[src/verilog/bucket_pkg.sv]
// constants shared by the activity monitor leaky-bucket files
package bucket_pkg;
	// ==========================================================
	// timing
	localparam int unsigned CLK_HZ         = 20_000_000;
	localparam int unsigned CYCLE_MS       = 128;
	localparam int unsigned CYCLE_CLKS     = (CLK_HZ / 1000) * CYCLE_MS;
	// ==========================================================
	// register indices; byte address is four times the index
	localparam logic [9:0]  IDX_SIZE       = 10'h056;
	localparam logic [9:0]  IDX_DECAY      = 10'h057;
	localparam logic [9:0]  IDX_UPPER      = 10'h060;
	localparam logic [9:0]  IDX_LOWER      = 10'h061;
	localparam logic [9:0]  IDX_STATUS     = 10'h062;
	localparam logic [9:0]  IDX_MASK       = 10'h063;
	localparam logic [9:0]  IDX_ALARM      = 10'h064;
	localparam logic [9:0]  IDX_ACC        = 10'h065;
	localparam logic [9:0]  IDX_ACC_SEL    = 10'h066;
	// ==========================================================
	// reset values and fields
	localparam logic [7:0]  RST_SIZE       = 8'h08;
	localparam logic [7:0]  RST_DECAY      = 8'h01;
	localparam logic [7:0]  RST_UPPER      = 8'h06;
	localparam logic [7:0]  RST_LOWER      = 8'h04;
	localparam int unsigned DECAY_LSB      = 0;
	localparam int unsigned DECAY_W        = 2;
	localparam int unsigned CLEAR_EV_LSB   = 16;
	// ==========================================================
	// bus responses
	localparam logic [1:0]  RESP_OKAY      = 2'h0;
	localparam logic [1:0]  RESP_SLVERR    = 2'h2;
endpackage : bucket_pkg

[src/verilog/cycle_timebase.sv]
// divider that marks the end of each monitoring cycle with a one-cycle pulse
`timescale 1ns/10ps
`default_nettype none
module cycle_timebase #(
	parameter int unsigned PERIOD = 2560000
) (
	input  wire logic clk,     // system clock
	input  wire logic sys_rst, // synchronous reset, active high
	output logic      tick     // one-cycle pulse per period
);
	typedef struct packed {
		logic [31:0] cnt;
		logic        tick;
	} tb_state_t;

	tb_state_t st;
	tb_state_t next_st;

	always_comb begin
		next_st = st;
		next_st.tick = 1'b0;
		if (st.cnt == 32'(PERIOD - 1)) begin
			next_st.cnt = 32'h0;
			next_st.tick = 1'b1;
		end else begin
			next_st.cnt = st.cnt + 32'h1;
		end
	end

	always_ff @(posedge clk) begin
		if (sys_rst) begin
			st <= '0;
		end else begin
			st <= next_st;
		end
	end

	assign tick = st.tick;
endmodule : cycle_timebase
`default_nettype wire

[src/verilog/activity_bucket.sv]
// leaky-bucket activity monitor with axi4-lite register slave
//
// Chosen here: the AXI4-Lite interface to the registers.
`timescale 1ns/10ps
`default_nettype none
// How it works
// - Each input is judged once per 128 ms cycle, bad if it failed or was erratic at any time.
// - A bad cycle adds one to that input's accumulator, until the accumulator reaches the size register.
// - Each unbroken run of clean cycles as long as the decay period takes one away.
// - The two-bit decay field picks 128, 256, 512 or 1024 ms; bits 7:2 are unused.
// - The alarm rises when the accumulator reaches the upper threshold.
// - A raised alarm clears when the accumulator decays to the lower threshold.
module activity_bucket
	import bucket_pkg::*;
#(
	parameter int unsigned N_INPUTS   = 4,
	parameter int unsigned CYCLE_TICK = CYCLE_CLKS
) (
	input  wire logic                clk,           // system clock, 20 MHz
	input  wire logic                sys_rst,       // synchronous reset, active high
	input  wire logic [N_INPUTS-1:0] input_bad,     // input failed or erratic this clock
	output logic      [N_INPUTS-1:0] alarm,         // inactivity alarm per input
	output logic                     irq,           // level interrupt
	input  wire logic [31:0]         s_axi_awaddr,  // write address
	input  wire logic                s_axi_awvalid, // write address valid
	output logic                     s_axi_awready, // write address ready
	input  wire logic [31:0]         s_axi_wdata,   // write data
	input  wire logic [3:0]          s_axi_wstrb,   // write strobes
	input  wire logic                s_axi_wvalid,  // write data valid
	output logic                     s_axi_wready,  // write data ready
	output logic [1:0]               s_axi_bresp,   // write response
	output logic                     s_axi_bvalid,  // write response valid
	input  wire logic                s_axi_bready,  // write response ready
	input  wire logic [31:0]         s_axi_araddr,  // read address
	input  wire logic                s_axi_arvalid, // read address valid
	output logic                     s_axi_arready, // read address ready
	output logic [31:0]              s_axi_rdata,   // read data
	output logic [1:0]               s_axi_rresp,   // read response
	output logic                     s_axi_rvalid,  // read data valid
	input  wire logic                s_axi_rready   // read data ready
);
	typedef struct packed {
		logic [7:0]                size;
		logic [7:0]                decay;
		logic [7:0]                upper;
		logic [7:0]                lower;
		logic [31:0]               status;
		logic [31:0]               mask;
		logic [7:0]                acc_sel;
		logic [N_INPUTS-1:0][7:0]  acc;
		logic [N_INPUTS-1:0][2:0]  run;
		logic [N_INPUTS-1:0]       seen_bad;
		logic [N_INPUTS-1:0]       alarm;
		logic                      irq;
		logic                      aw_full;
		logic [9:0]                aw_idx;
		logic                      w_full;
		logic [31:0]               wdata;
		logic [3:0]                wstrb;
		logic                      awready;
		logic                      wready;
		logic                      bvalid;
		logic [1:0]                bresp;
		logic                      arready;
		logic                      rvalid;
		logic [31:0]               rdata;
		logic [1:0]                rresp;
	} mon_state_t;

	mon_state_t st;
	mon_state_t next_st;
	logic       cycle_end;

	// ==========================================================
	// monitoring cycle timebase
	cycle_timebase #(
		.PERIOD (CYCLE_TICK)
	) u_timebase (
		.clk     (clk),
		.sys_rst (sys_rst),
		.tick    (cycle_end)
	);

	// ==========================================================
	// register decode helpers
	function automatic logic mapped(input logic [9:0] idx);
		mapped = (idx == IDX_SIZE) || (idx == IDX_DECAY) || (idx == IDX_UPPER) ||
			(idx == IDX_LOWER) || (idx == IDX_STATUS) || (idx == IDX_MASK) ||
			(idx == IDX_ALARM) || (idx == IDX_ACC) || (idx == IDX_ACC_SEL);
	endfunction : mapped

	// ==========================================================
	// next-state logic
	always_comb begin
		logic                bad;
		logic [2:0]          period_m1;
		logic [31:0]         ev_set;
		logic [31:0]         ev_clr;
		logic [9:0]          ar_idx;
		logic [7:0]          acc_new;
		logic                do_write;
		bad       = 1'b0;
		period_m1 = 3'h0;
		ev_set    = 32'h0;
		ev_clr    = 32'h0;
		ar_idx    = s_axi_araddr[11:2];
		acc_new   = 8'h0;
		do_write  = 1'b0;
		next_st   = st;

		// decay period in cycles minus one: 0, 1, 3 or 7
		period_m1 = 3'((4'h1 << st.decay[DECAY_LSB +: DECAY_W]) - 4'h1);

		for (int i = 0; i < N_INPUTS; i++) begin
			next_st.seen_bad[i] = st.seen_bad[i] | input_bad[i];
			if (cycle_end) begin
				// a failure in the closing clock still counts for this cycle
				bad = st.seen_bad[i] | input_bad[i];
				next_st.seen_bad[i] = 1'b0;
				acc_new = st.acc[i];
				if (bad) begin
					next_st.run[i] = 3'h0;
					if (st.acc[i] < st.size) begin
						acc_new = st.acc[i] + 8'h1;
					end
				end else if (st.run[i] >= period_m1) begin
					// a run already past a newly shortened period drains at once
					next_st.run[i] = 3'h0;
					if (st.acc[i] != 8'h0) begin
						acc_new = st.acc[i] - 8'h1;
					end
				end else begin
					next_st.run[i] = st.run[i] + 3'h1;
				end
				next_st.acc[i] = acc_new;
				if (!st.alarm[i] && acc_new >= st.upper) begin
					next_st.alarm[i] = 1'b1;
					ev_set[i] = 1'b1;
				end else if (st.alarm[i] && acc_new <= st.lower) begin
					next_st.alarm[i] = 1'b0;
					ev_set[CLEAR_EV_LSB + i] = 1'b1;
				end
			end
		end

		// ------------------------------------------------------
		// write channel: address and data taken in either order
		if (s_axi_awvalid && st.awready) begin
			next_st.aw_full = 1'b1;
			next_st.aw_idx  = s_axi_awaddr[11:2];
		end
		if (s_axi_wvalid && st.wready) begin
			next_st.w_full = 1'b1;
			next_st.wdata  = s_axi_wdata;
			next_st.wstrb  = s_axi_wstrb;
		end
		if (st.bvalid && s_axi_bready) begin
			next_st.bvalid = 1'b0;
		end
		do_write = st.aw_full && st.w_full && !st.bvalid;
		if (do_write) begin
			next_st.aw_full = 1'b0;
			next_st.w_full  = 1'b0;
			next_st.bvalid  = 1'b1;
			next_st.bresp   = mapped(st.aw_idx) ? RESP_OKAY : RESP_SLVERR;
			if (st.wstrb[0]) begin
				unique case (st.aw_idx)
					IDX_SIZE:    next_st.size    = st.wdata[7:0];
					IDX_DECAY:   next_st.decay   = st.wdata[7:0];
					IDX_UPPER:   next_st.upper   = st.wdata[7:0];
					IDX_LOWER:   next_st.lower   = st.wdata[7:0];
					IDX_MASK:    next_st.mask    = st.wdata;
					IDX_ACC_SEL: next_st.acc_sel = st.wdata[7:0];
					default:     ;
				endcase
			end
		end
		next_st.awready = !next_st.aw_full && !next_st.bvalid;
		next_st.wready  = !next_st.w_full && !next_st.bvalid;

		// ------------------------------------------------------
		// read channel: one cycle from address to data
		if (st.rvalid && s_axi_rready) begin
			next_st.rvalid = 1'b0;
		end
		if (s_axi_arvalid && st.arready) begin
			next_st.rvalid = 1'b1;
			next_st.rresp  = mapped(ar_idx) ? RESP_OKAY : RESP_SLVERR;
			next_st.rdata  = 32'h0;
			unique case (ar_idx)
				IDX_SIZE:    next_st.rdata[7:0] = st.size;
				IDX_DECAY:   next_st.rdata[7:0] = st.decay;
				IDX_UPPER:   next_st.rdata[7:0] = st.upper;
				IDX_LOWER:   next_st.rdata[7:0] = st.lower;
				IDX_STATUS: begin
					next_st.rdata = st.status;
					ev_clr = st.status;
				end
				IDX_MASK:    next_st.rdata = st.mask;
				IDX_ALARM:   next_st.rdata[N_INPUTS-1:0] = st.alarm;
				IDX_ACC: begin
					if (st.acc_sel < 8'(N_INPUTS)) begin
						next_st.rdata[7:0] = st.acc[st.acc_sel];
					end
				end
				IDX_ACC_SEL: next_st.rdata[7:0] = st.acc_sel;
				default:     ;
			endcase
		end
		next_st.arready = !next_st.rvalid;

		// a read clears only what it returned; a new event wins
		next_st.status = (st.status & ~ev_clr) | ev_set;
		next_st.irq    = |(next_st.status & st.mask);
	end

	// ==========================================================
	// state register
	always_ff @(posedge clk) begin
		if (sys_rst) begin
			st         <= '0;
			st.size    <= RST_SIZE;
			st.decay   <= RST_DECAY;
			st.upper   <= RST_UPPER;
			st.lower   <= RST_LOWER;
			st.awready <= 1'b1;
			st.wready  <= 1'b1;
			st.arready <= 1'b1;
		end else begin
			st <= next_st;
		end
	end

	assign alarm         = st.alarm;
	assign irq           = st.irq;
	assign s_axi_awready = st.awready;
	assign s_axi_wready  = st.wready;
	assign s_axi_bresp   = st.bresp;
	assign s_axi_bvalid  = st.bvalid;
	assign s_axi_arready = st.arready;
	assign s_axi_rdata   = st.rdata;
	assign s_axi_rresp   = st.rresp;
	assign s_axi_rvalid  = st.rvalid;
endmodule : activity_bucket
`default_nettype wire

[config.mk]
export PLATFORM = sky130hd
export DESIGN_NAME = activity_bucket
export DESIGN_NICKNAME = d
export VERILOG_FILES = /design/src/verilog/bucket_pkg.sv /design/src/verilog/cycle_timebase.sv /design/src/verilog/activity_bucket.sv
export SDC_FILE = /design/constraint.sdc
export NUM_CORES = 1
export LEC_CHECK = 0
export BUFFER_PORTS_ARGS = -buffer_cell sky130_fd_sc_hd__buf_2
export CAP_MARGIN = 20
export CORE_MARGIN = 2
export CORE_UTILIZATION = 60
export CTS_CLUSTER_SIZE = 40
export DETAILED_ROUTE_END_ITERATION = 7
export PLACE_DENSITY = 0.85
export SLEW_MARGIN = 20
export SYNTH_ARGS = -nofsm -noshare
export SYNTH_HDL_FRONTEND = slang
export SYNTH_SLANG_ARGS = --single-unit
[constraint.sdc]
create_clock -name clk -period 5.3 [get_ports clk]
set_clock_uncertainty 0.05 [all_clocks]
set_input_delay 1.06 -clock clk [delete_from_list [all_inputs] [get_ports clk]]
set_output_delay 1.06 -clock clk [all_outputs]
set_load 0.05 [all_outputs]
==> results.cfg, run 1 <==
[drt]
antenna_left = 0
vias_per_cell = 6.506
drt_iter0_drc = 1730
wl_met3_um = 4648
drcViolationCount = 0
wl_met1_um = 17580
top_layer_used = met4
vias = 14310
firstDrtPassIters = 6
wl_per_cell_um = 19.69
routed_wl_um = 43310
wl_met2_um = 19220

[worst_setup_path]
crit_chain = or2_2, ha_1, nand2b_1, maj3_1, a21oi_1, o21ai_0, o21a_1, a21oi_1, ha_1, a211oi_1, nor2_1, or3_1, o21ai_0, buf_4, nand3_1, a41oi_1
cp.required_ns = 5.73
cpPeakStageDelay_ns = 0.43
slowest_stage = a21oi_1
critPathLaunchType = flip-flop
critPathKind = reg2reg
cp.arrival_ns = 4.89
r2r_end = irq
endpoint_kind = flip-flop
path_buf_inv = 1
r2r-start = st[231]
r2r_slack_ns = 0.84
crit_fanout = 6
crit_family = compound AO/OA/AOI/OAI gates
r2r_cells = 16

[synth]
synth_commonest_cells = dfxtp_1 (274), nor2_1 (218), nand2_1 (182)
ys_warn_count = 0
synthCells = 1832
synth_top_area_share_pct = 35.53
yosysTopAreaCell = dfxtp_1
syn_avg_cell_area_um2 = 8.427
synth_seq_cells = 274
synth-edff-count = 0
synthMostInstantiatedCell = dfxtp_1
synthFlopType = dfxtp_1
async_flop_share_pct = 0
yosysUniqueCellTypes = 94
syn-cell-area_um2 = 15440
seq_area_frac_synth_pct = 35.53
synthTopCellsByArea = dfxtp_1 (36%), ha_1 (9.4%), nor2_1 (5.3%), mux2i_1 (4.9%), nand2_1 (4.4%)

[place]
placed_area_um2 = 15840
io_buffers = 107
dp.cells = 2148
dp_hpwl_um = 30430
gp_congestion = 1.010

[timing]
hold_viol = 0
slew_violations = 0
setup_tns_ns = 0
slew_headroom_pct = 26.70
rsz0062_at_grt = false
finalSetupViolCount = 0
worstMarginPinSlew_ns = 1.098
fmax_mhz = 224.1
min_period_over_period_pct = 84.19
min_period_ns = 4.462

[cells_and_area]
drive_gt1_share_pct = 12.14
area_delta_synth_final_pct = 9.012
n_fill_cell = 1994
final_area_um2 = 16830
fin_nets = 2076
diodes = 0
fin_cells = 2200

[cts]
cts_setup_buffers = 0
cts_buffer_depth = 3
cts_resized = 0
root_buffer = clkbuf_16
cts_hold_buf = 0
clk_latency_ns = 0.57
cts_sinks = 274
clk_pin_slew_worst_paths_ns = 0.06
cts_buffers = 29
h-tree-depth = 1
cts_tree = done

[global_routing]
grt_pass1_vias = 13270
grt.overflow.total = 0
grt_max_degree = 94
grt_antenna_before_repair = 0
grt_pass1_wl_um = 68140
grtUsageTotal_pct = 31.41

[worst_hold_path]
hp-start = s_axi_rdata[3]
min_path_cells = 2
hold_path.class = reg2reg
whs_endpoint = s_axi_rdata[3]

[floorplanning]
die_h_um = 164.4
die_area_um2 = 27030
num_io_pins = 157
die_x_um = 164.4
row_count = 58
core_um2 = 25250
start_util_pct = 61.13

[power_and_ir_drop]
totalPowerFinal_mw = 4.630
leakage_nw = 7.027
pwr_density_cell_nw_per_um2 = 275.1
ir_drop_v = 0.0003313

[flow_run]
drv_cap = 0

[status]
status = completed
metal layers:
layer | vias up | global-route usage (%)
met2 | 753 | 49.16
met4 | 0 | 12.69
li1 | 6596 | -
met5 | - | 0
met1 | 6808 | 42.40
met3 | 156 | 6.630
flip-flops by register name, indices dropped and copies added, names as in the netlist, 4 cells and up:
signal and count:
alarm 4, s_axi_rdata 32, st 197, u_timebase.st 32
cells in the final DEF (no fill, tap or decap), types with 18 or more instances in the layout:
master / count
mux2i_1: 75
and3_1: 30
nor2_1: 218
nor3_1: 61
nand4_1: 30
o21ai_0: 53
a22oi_1: 30
ha_1: 116
buf_2: 106
inv_1: 55
clkbuf_16: 29
xor2_1: 26
nand3_1: 42
nand2_1: 181
a221oi_1: 33
and2_1: 37
nor2b_1: 18
a21oi_1: 131
dfxtp_1: 273
nand2b_1: 19
a31oi_1: 18
worst max path at each step:
| stage | startpoint | endpoint | slack (ns) | cells after the start |
|---|---|---|---|---|
| 2_1_floorplan | st[231] | irq | 1.56 | 16 |
| 3_3_place_gp | input_bad[1] | irq | 0.88 | 12 |
| 3_5_place_dp | st[231] | irq | 0.89 | 15 |
| 4_1_cts | st[231] | irq | 0.87 | 15 |
| 5_1_grt | st[231] | irq | 0.51 | 16 |
| 6_report | st[231] | irq | 0.84 | 16 |
area by class of cell:
cell class              count  area (um^2)  area share, %
inverters                  58        217.7          1.294
clock buffers              40        827.0          4.914
flip-flops and latches    274         5487          32.60
well taps                 330        412.9          2.453
clock inverters            12        162.7         0.9665
multi-input cells        1363         9061          53.84
repair buffers            123        661.9          3.933
kinds of logic (layout without fill, tap and decap cells):
logic type,Yosys count,count (layout),share of synthesized area (%)
and+or+nand+nor,719,719,22.78
AOI/OAI and AO/OA,387,387,16.83
muxes,98,98,7.221
other,1,2,0.02429
xor gates and xnor gates,39,39,2.213
adders and majority gates,118,118,9.531
DFF,274,274,35.53
buffers and inverters,196,233,5.876
where the power goes:
group	internal, mW	switching (mW)
Combinational	0.109	0.255
Clock	1.24	0.869
Sequential	2.11	0.0464
through the flow:
step                worst slack, ns  util, %  hold slack (ns)
floorplan                     1.559        -           0.3629
global placement             0.8838    62.70           0.3725
detailed placement           0.8936    62.70           0.3958
CTS                          0.8729    66.62           0.4045
global route                 0.5135    66.64           0.4302
finish                       0.8381    66.64           0.4047
tightest hold or removal path: cells and delay by family (launching register included):
family	cells	cell delay, ns
AO/OA/AOI/OAI	1	0.05
flip-flops	1	0.31
AND/OR/NAND/NOR	1	0.05
(Power assumes the default switching activity.)
==> inputs of run 2 (changes only) <==
ABC_AREA = 1   (was default)
CORE_UTILIZATION = 54   (was 60)
PLACE_DENSITY = 0.81   (was 0.85)
clock period = 3.75 ns   (was 5.3 ns; I/O delays follow)
==> results.cfg, run 2 <==
[power_and_ir_drop]
totalPowerFinal_mw = 6.566
pwr_density_cell_nw_per_um2 = 363.3
ir_drop_v = 0.0004468
leakage_nw = 7.910

[status]
status = completed

[place]
dp_hpwl_um = 32890
dp.cells = 2721
dp_slack_ns = -0.02948
io_buffers = 107
gp_congestion = 0.9540

[global_routing]
grt.overflow.total = 0
grtUsageTotal_pct = 28.85
grt_pass1_vias = 14800
grt_antenna_before_repair = 4
grt_pass1_wl_um = 73270
grt_max_degree = 67

[cts]
cts_hold_buf = 0
cts_sinks = 274
clk_pin_slew_worst_paths_ns = 0.06
h-tree-depth = 1
root_buffer = clkbuf_16
clk_latency_ns = 0.59
cts_buffers = 30
cts_buffer_depth = 3
cts_tree = done

[worst_setup_path]
crit_fanout = 7
endpoint_kind = flip-flop
slowest_stage = dfxtp_2
cpPeakStageDelay_ns = 0.34
critPathLaunchType = flip-flop
cp.arrival_ns = 4.03
critPathKind = reg2reg
cp-startpoint = st[245]
r2r-start = st[245]
crit_top_cell = nand2_1
cp.required_ns = 4.15

[timing]
fin_ws_ns = 0.1134
hold_viol = 0
finalSetupViolCount = 0
worstMarginPinSlew_ns = 0.9541
whs_ns = 0.3643
min_period_ns = 3.637
min_period_over_period_pct = 96.98
setup_tns_ns = 0
slew_violations = 0
slew_headroom_pct = 36.33
fmax_mhz = 275.0

[drt]
drt_iter0_drc = 1697
drcViolationCount = 0
routed_wl_um = 45870
vias_per_cell = 5.684
vias = 15810
wl_per_cell_um = 16.49
firstDrtPassIters = 5
antenna_left = 0

[synth]
syn-cell-area_um2 = 16080
synth_top_area_share_pct = 34.10
synthFlopType = dfxtp_1
synth_seq_cells = 274
yosysUniqueCellTypes = 47
synthCells = 2290
synthMostInstantiatedCell = nand2_1
synthTopCellsByArea = dfxtp_1 (34%), nand2_1 (12%), ha_1 (9.0%), inv_1 (6.1%), o21ai_0 (5.3%)
syn_avg_cell_area_um2 = 7.024
yosysTopAreaCell = dfxtp_1
synth_commonest_cells = nand2_1 (515), dfxtp_1 (274), inv_1 (263)
seq_area_frac_synth_pct = 34.10
synth-edff-count = 0
ys_warn_count = 0
async_flop_share_pct = 0

[cells_and_area]
fin_nets = 2597
fin_cells = 2781
top_register = st
layout_commonest_cell = nand2_1
area_delta_synth_final_pct = 12.38
final_cell_mix = nand2_1 (504), dfxtp_1 (272), inv_1 (255)
drive_gt1_share_pct = 13.22
largest_register_ffs = 197

[floorplanning]
start_util_pct = 54.56
row_count = 63
die_h_um = 176.6
num_io_pins = 157
die_x_um = 176.6
die_area_um2 = 31180
core_um2 = 29480

[worst_hold_path]
hold_path.class = in2reg
hp-start = s_axi_awaddr[11]

[flow_run]
drv_cap = 0
[run 2: power breakdown]
group / switching, mW / total (mW) / internal [mW]
clock: 1.24 / 3.00 / 1.76
sequential: 0.0332 / 3.00 / 2.97
combinational: 0.384 / 0.562 / 0.177
total: 1.66 / 6.57 / 4.91
[run 2: path summary, 6_finish.rpt]
kind / endpoint / slack [ns] / cells past startpoint
hold reg to reg: u_timebase.st[1] / 0.40 / 1
hold / removal: st[87] / 0.36 / 3
setup / recovery: irq / 0.11 / 26
setup reg to reg: irq / 0.11 / 26
[run 2: logic make-up (layout without fill, tap and decap cells)]
group	after synthesis	in the layout	synth area share (%)
flops	274	274	34.10
compound gates	449	449	16.59
fa+ha+maj	116	116	9.024
simple gates	1002	1002	26.90
buf+inv	399	498	10.70
other cells	1	3	0.02331
xor+xnor	49	49	2.668
[run 2: per-stage QoR]
| stage | util, % | cell area (um^2) |
|---|---|---|
| global placement | 57.21 | 16860 |
| floorplan | - | 16090 |
| global route | 61.31 | 18070 |
| finish | 61.31 | 18070 |
| CTS | 60.64 | 17880 |
| detailed placement | 57.21 | 16860 |
[run 2: routing by layer]
layer | GRT usage, % | vias up | share of wire (%)
met5 | 0 | - | 0.065
met4 | 10.47 | 4 | 3.5
li1 | - | 7695 | -
met3 | 4.780 | 129 | 7.3
met2 | 49.71 | 651 | 47
met1 | 36.25 | 7328 | 42
[run 2: repair_timing]
| action | CTS | global route |
|---|---|---|
| gates cloned | 0 | 2 |
| pin swaps | 0 | 3 |
| endpoints found under the setup margin | 1 | 6 |
| setup buffers | 0 | 5 |
| resized for setup | 1 | 49 |
[run 2: worst max-delay path: cells and delay by family (launching register included)]
kind | cells | cell delay [ns]
AO/OA/AOI/OAI | 3 | 0.42
adder cells (fa/ha/maj) | 2 | 0.49
buffers and inverters | 4 | 0.54
flip-flops | 1 | 0.34
AND/OR/NAND/NOR | 17 | 1.65
[run 2: layout make-up]
cell class                      count  area, um^2
Antenna cell                        1       2.502
Sequential cell                   274        5488
Clock buffer                       42       875.8
Clock inverter                     10       135.1
Fill cell                        2639       11410
Timing Repair inverter              2       15.01
Inverter                          274        1047
Timing Repair Buffer              170        1023
Multi-Input combinational cell   1618        9000
Tap cell                          390       488.0
==> inputs of run 3 (changes only) <==
--- a/config.mk
+++ b/config.mk
@@ -11,6 +11,6 @@
 export CORE_MARGIN = 2
-export CORE_UTILIZATION = 54
+export CORE_UTILIZATION = 60
 export CTS_CLUSTER_SIZE = 40
 export DETAILED_ROUTE_END_ITERATION = 7
-export PLACE_DENSITY = 0.81
+export PLACE_DENSITY = 0.85
 export SLEW_MARGIN = 20
==> constraint.sdc (replaced) <==
create_clock -name clk -period 4.7 [get_ports clk]
set_clock_uncertainty 0.05 [all_clocks]
set_input_delay 0.94 -clock clk [delete_from_list [all_inputs] [get_ports clk]]
set_output_delay 0.94 -clock clk [all_outputs]
set_load 0.1 [all_outputs]
==> results.cfg, run 3 (synthesized netlist as in run 2, its figures left out) <==
[global_routing]
grt_pass1_wl_um = 70840
grt.overflow.total = 0
grt_antenna_before_repair = 2
grt_pass1_vias = 14270
grt_max_degree = 79
grtUsageTotal_pct = 30.63

[drt]
firstDrtPassIters = 6
wl_per_cell_um = 16.50
drt_iter0_drc = 1592
antenna_left = 0
routed_wl_um = 44240
vias = 15570
drcViolationCount = 0
vias_per_cell = 5.806

[timing]
slew_violations = 0
setup_tns_ns = 0
fin_ws_ns = 0.6964
fmax_mhz = 249.8
rsz0062_at_grt = false
min_period_ns = 4.004
worstMarginPinSlew_ns = 0.8967
hold_viol = 0
finalSetupViolCount = 0
min_period_over_period_pct = 85.18
slew_headroom_pct = 39.77

[worst_setup_path]
critPathKind = reg2reg
crit_chain = inv_1, nand2_1, ha_1, nand3b_1, nand3_1, nand2_1, inv_1, nor2_1, inv_1, o21ai_0, nand2_1, a21boi_0, ha_1, a21oi_1, o21a_1, nand2_1, nand2_1, nand2_1, nand2_1, nand2_1, nor2_1, nand3_1, nor2_1, nor2_1
cp.required_ns = 5.08
critPathLaunchType = flip-flop
cp.arrival_ns = 4.38
r2r_cells = 24
endpoint_kind = flip-flop
cp.depth = 24
crit_fanout = 7
slowest_stage = a21boi_0
crit_top_cell = nand2_1
crit_family = simple AND/OR/NAND/NOR gates
cpPeakStageDelay_ns = 0.44
path_buf_inv = 3

[place]
dp_hpwl_um = 31320
io_buffers = 107
placed_area_um2 = 16520
dp.cells = 2629
dp_slack_ns = 0.8099
gp_congestion = 0.9412

[cts]
cts_buffers = 29
cts_resized = 0
clk_latency_ns = 0.57
cts_buffer_depth = 3
clk_pin_slew_worst_paths_ns = 0.06
h-tree-depth = 1
cts_setup_buffers = 0
cts_sinks = 274
cts_hold_buf = 0
root_buffer = clkbuf_16
cts_tree = done

[cells_and_area]
fin_nets = 2553
final_area_um2 = 17430
largest_register_ffs = 197
final_cell_mix = nand2_1 (514), dfxtp_1 (274), inv_1 (262)
top_register = st
n_fill_cell = 2244
drive_gt1_share_pct = 9.936
area_delta_synth_final_pct = 8.386
layout_commonest_cell = nand2_1
fin_cells = 2682

[power_and_ir_drop]
pwr_density_cell_nw_per_um2 = 287.6
leakage_nw = 7.639
ir_drop_v = 0.0003302
totalPowerFinal_mw = 5.014

[floorplanning]
num_io_pins = 157
core_um2 = 26210
die_x_um = 167.7
row_count = 59
start_util_pct = 61.38
die_h_um = 167.7
die_area_um2 = 28130

[worst_hold_path]
min_path_cells = 1
hold_path.class = reg2reg

[status]
status = completed

[flow_run]
drv_cap = 0
-- run 3: changes by cell type in the layout (fill, tap and decap cells not counted), sizes merged --
| cell | previous run | this run |
|---|---|---|
| buf | 170 | 129 |
| bufinv | 2 | 0 |
| clkbuf | 42 | 43 |
| clkinvlp | 6 | 1 |
| diode | 1 | 2 |
| inv | 268 | 270 |
-- run 3: worst paths after layout --
path | slack [ns] | endpoint | start
max | 0.70 | irq | st[230]
min | 0.40 | u_timebase.st[1] | u_timebase.st[1]
max reg2reg | 0.70 | irq | st[230]
min reg2reg | 0.40 | u_timebase.st[1] | u_timebase.st[1]
-- run 3: worst reg2reg max path, cell delays in order (launching register included) --
cell	delay [ns]
dfxtp_1	0.40
inv_1	0.12
nand2_1	0.26
ha_1	0.29
nand3b_1	0.15
nand3_1	0.07
nand2_1	0.16
inv_1	0.17
nor2_1	0.09
inv_1	0.10
o21ai_0	0.09
nand2_1	0.08
a21boi_0	0.44
ha_1	0.35
a21oi_1	0.15
o21a_1	0.12
nand2_1	0.08
nand2_1	0.14
nand2_1	0.06
nand2_1	0.06
nand2_1	0.06
nor2_1	0.15
nand3_1	0.09
nor2_1	0.11
nor2_1	0.04
-- run 3: cell type report --
cell class	instances	area, um^2	share of cell area (%)
multi-input combinational	1618	8892	51.01
sequential	274	5485	31.46
inverter	274	1031	5.914
clock buffer	43	828.3	4.751
timing repair buffer	129	715.7	4.105
tap	335	419.2	2.404
clock inverter	7	56.30	0.3230
antenna	2	5.005	0.02871
-- run 3: where the power goes --
part           leakage [nW]  internal, mW  total [mW]  switching [mW]
registers              2.22          2.37        2.40          0.0268
clock network         0.434          1.21        2.16           0.941
logic                  4.99         0.134       0.460           0.326
-- run 3: per-layer routing --
layer,share of wire (%),up-vias,global-route usage [%]
met5,0,-,0
met4,5.4,0,14.25
met3,7.7,163,4.349
met2,46,667,51.72
met1,41,7150,38.82
li1,-,7593,-
-- run 3: per-stage QoR --
stage | hold WS, ns | utilization, %
after global placement | 0.3770 | 63.03
after CTS | 0.4028 | 66.41
after global routing | 0.4155 | 66.52
after detailed placement | 0.3921 | 63.03
final | 0.4029 | 66.52
after floorplan | 0.3675 | -
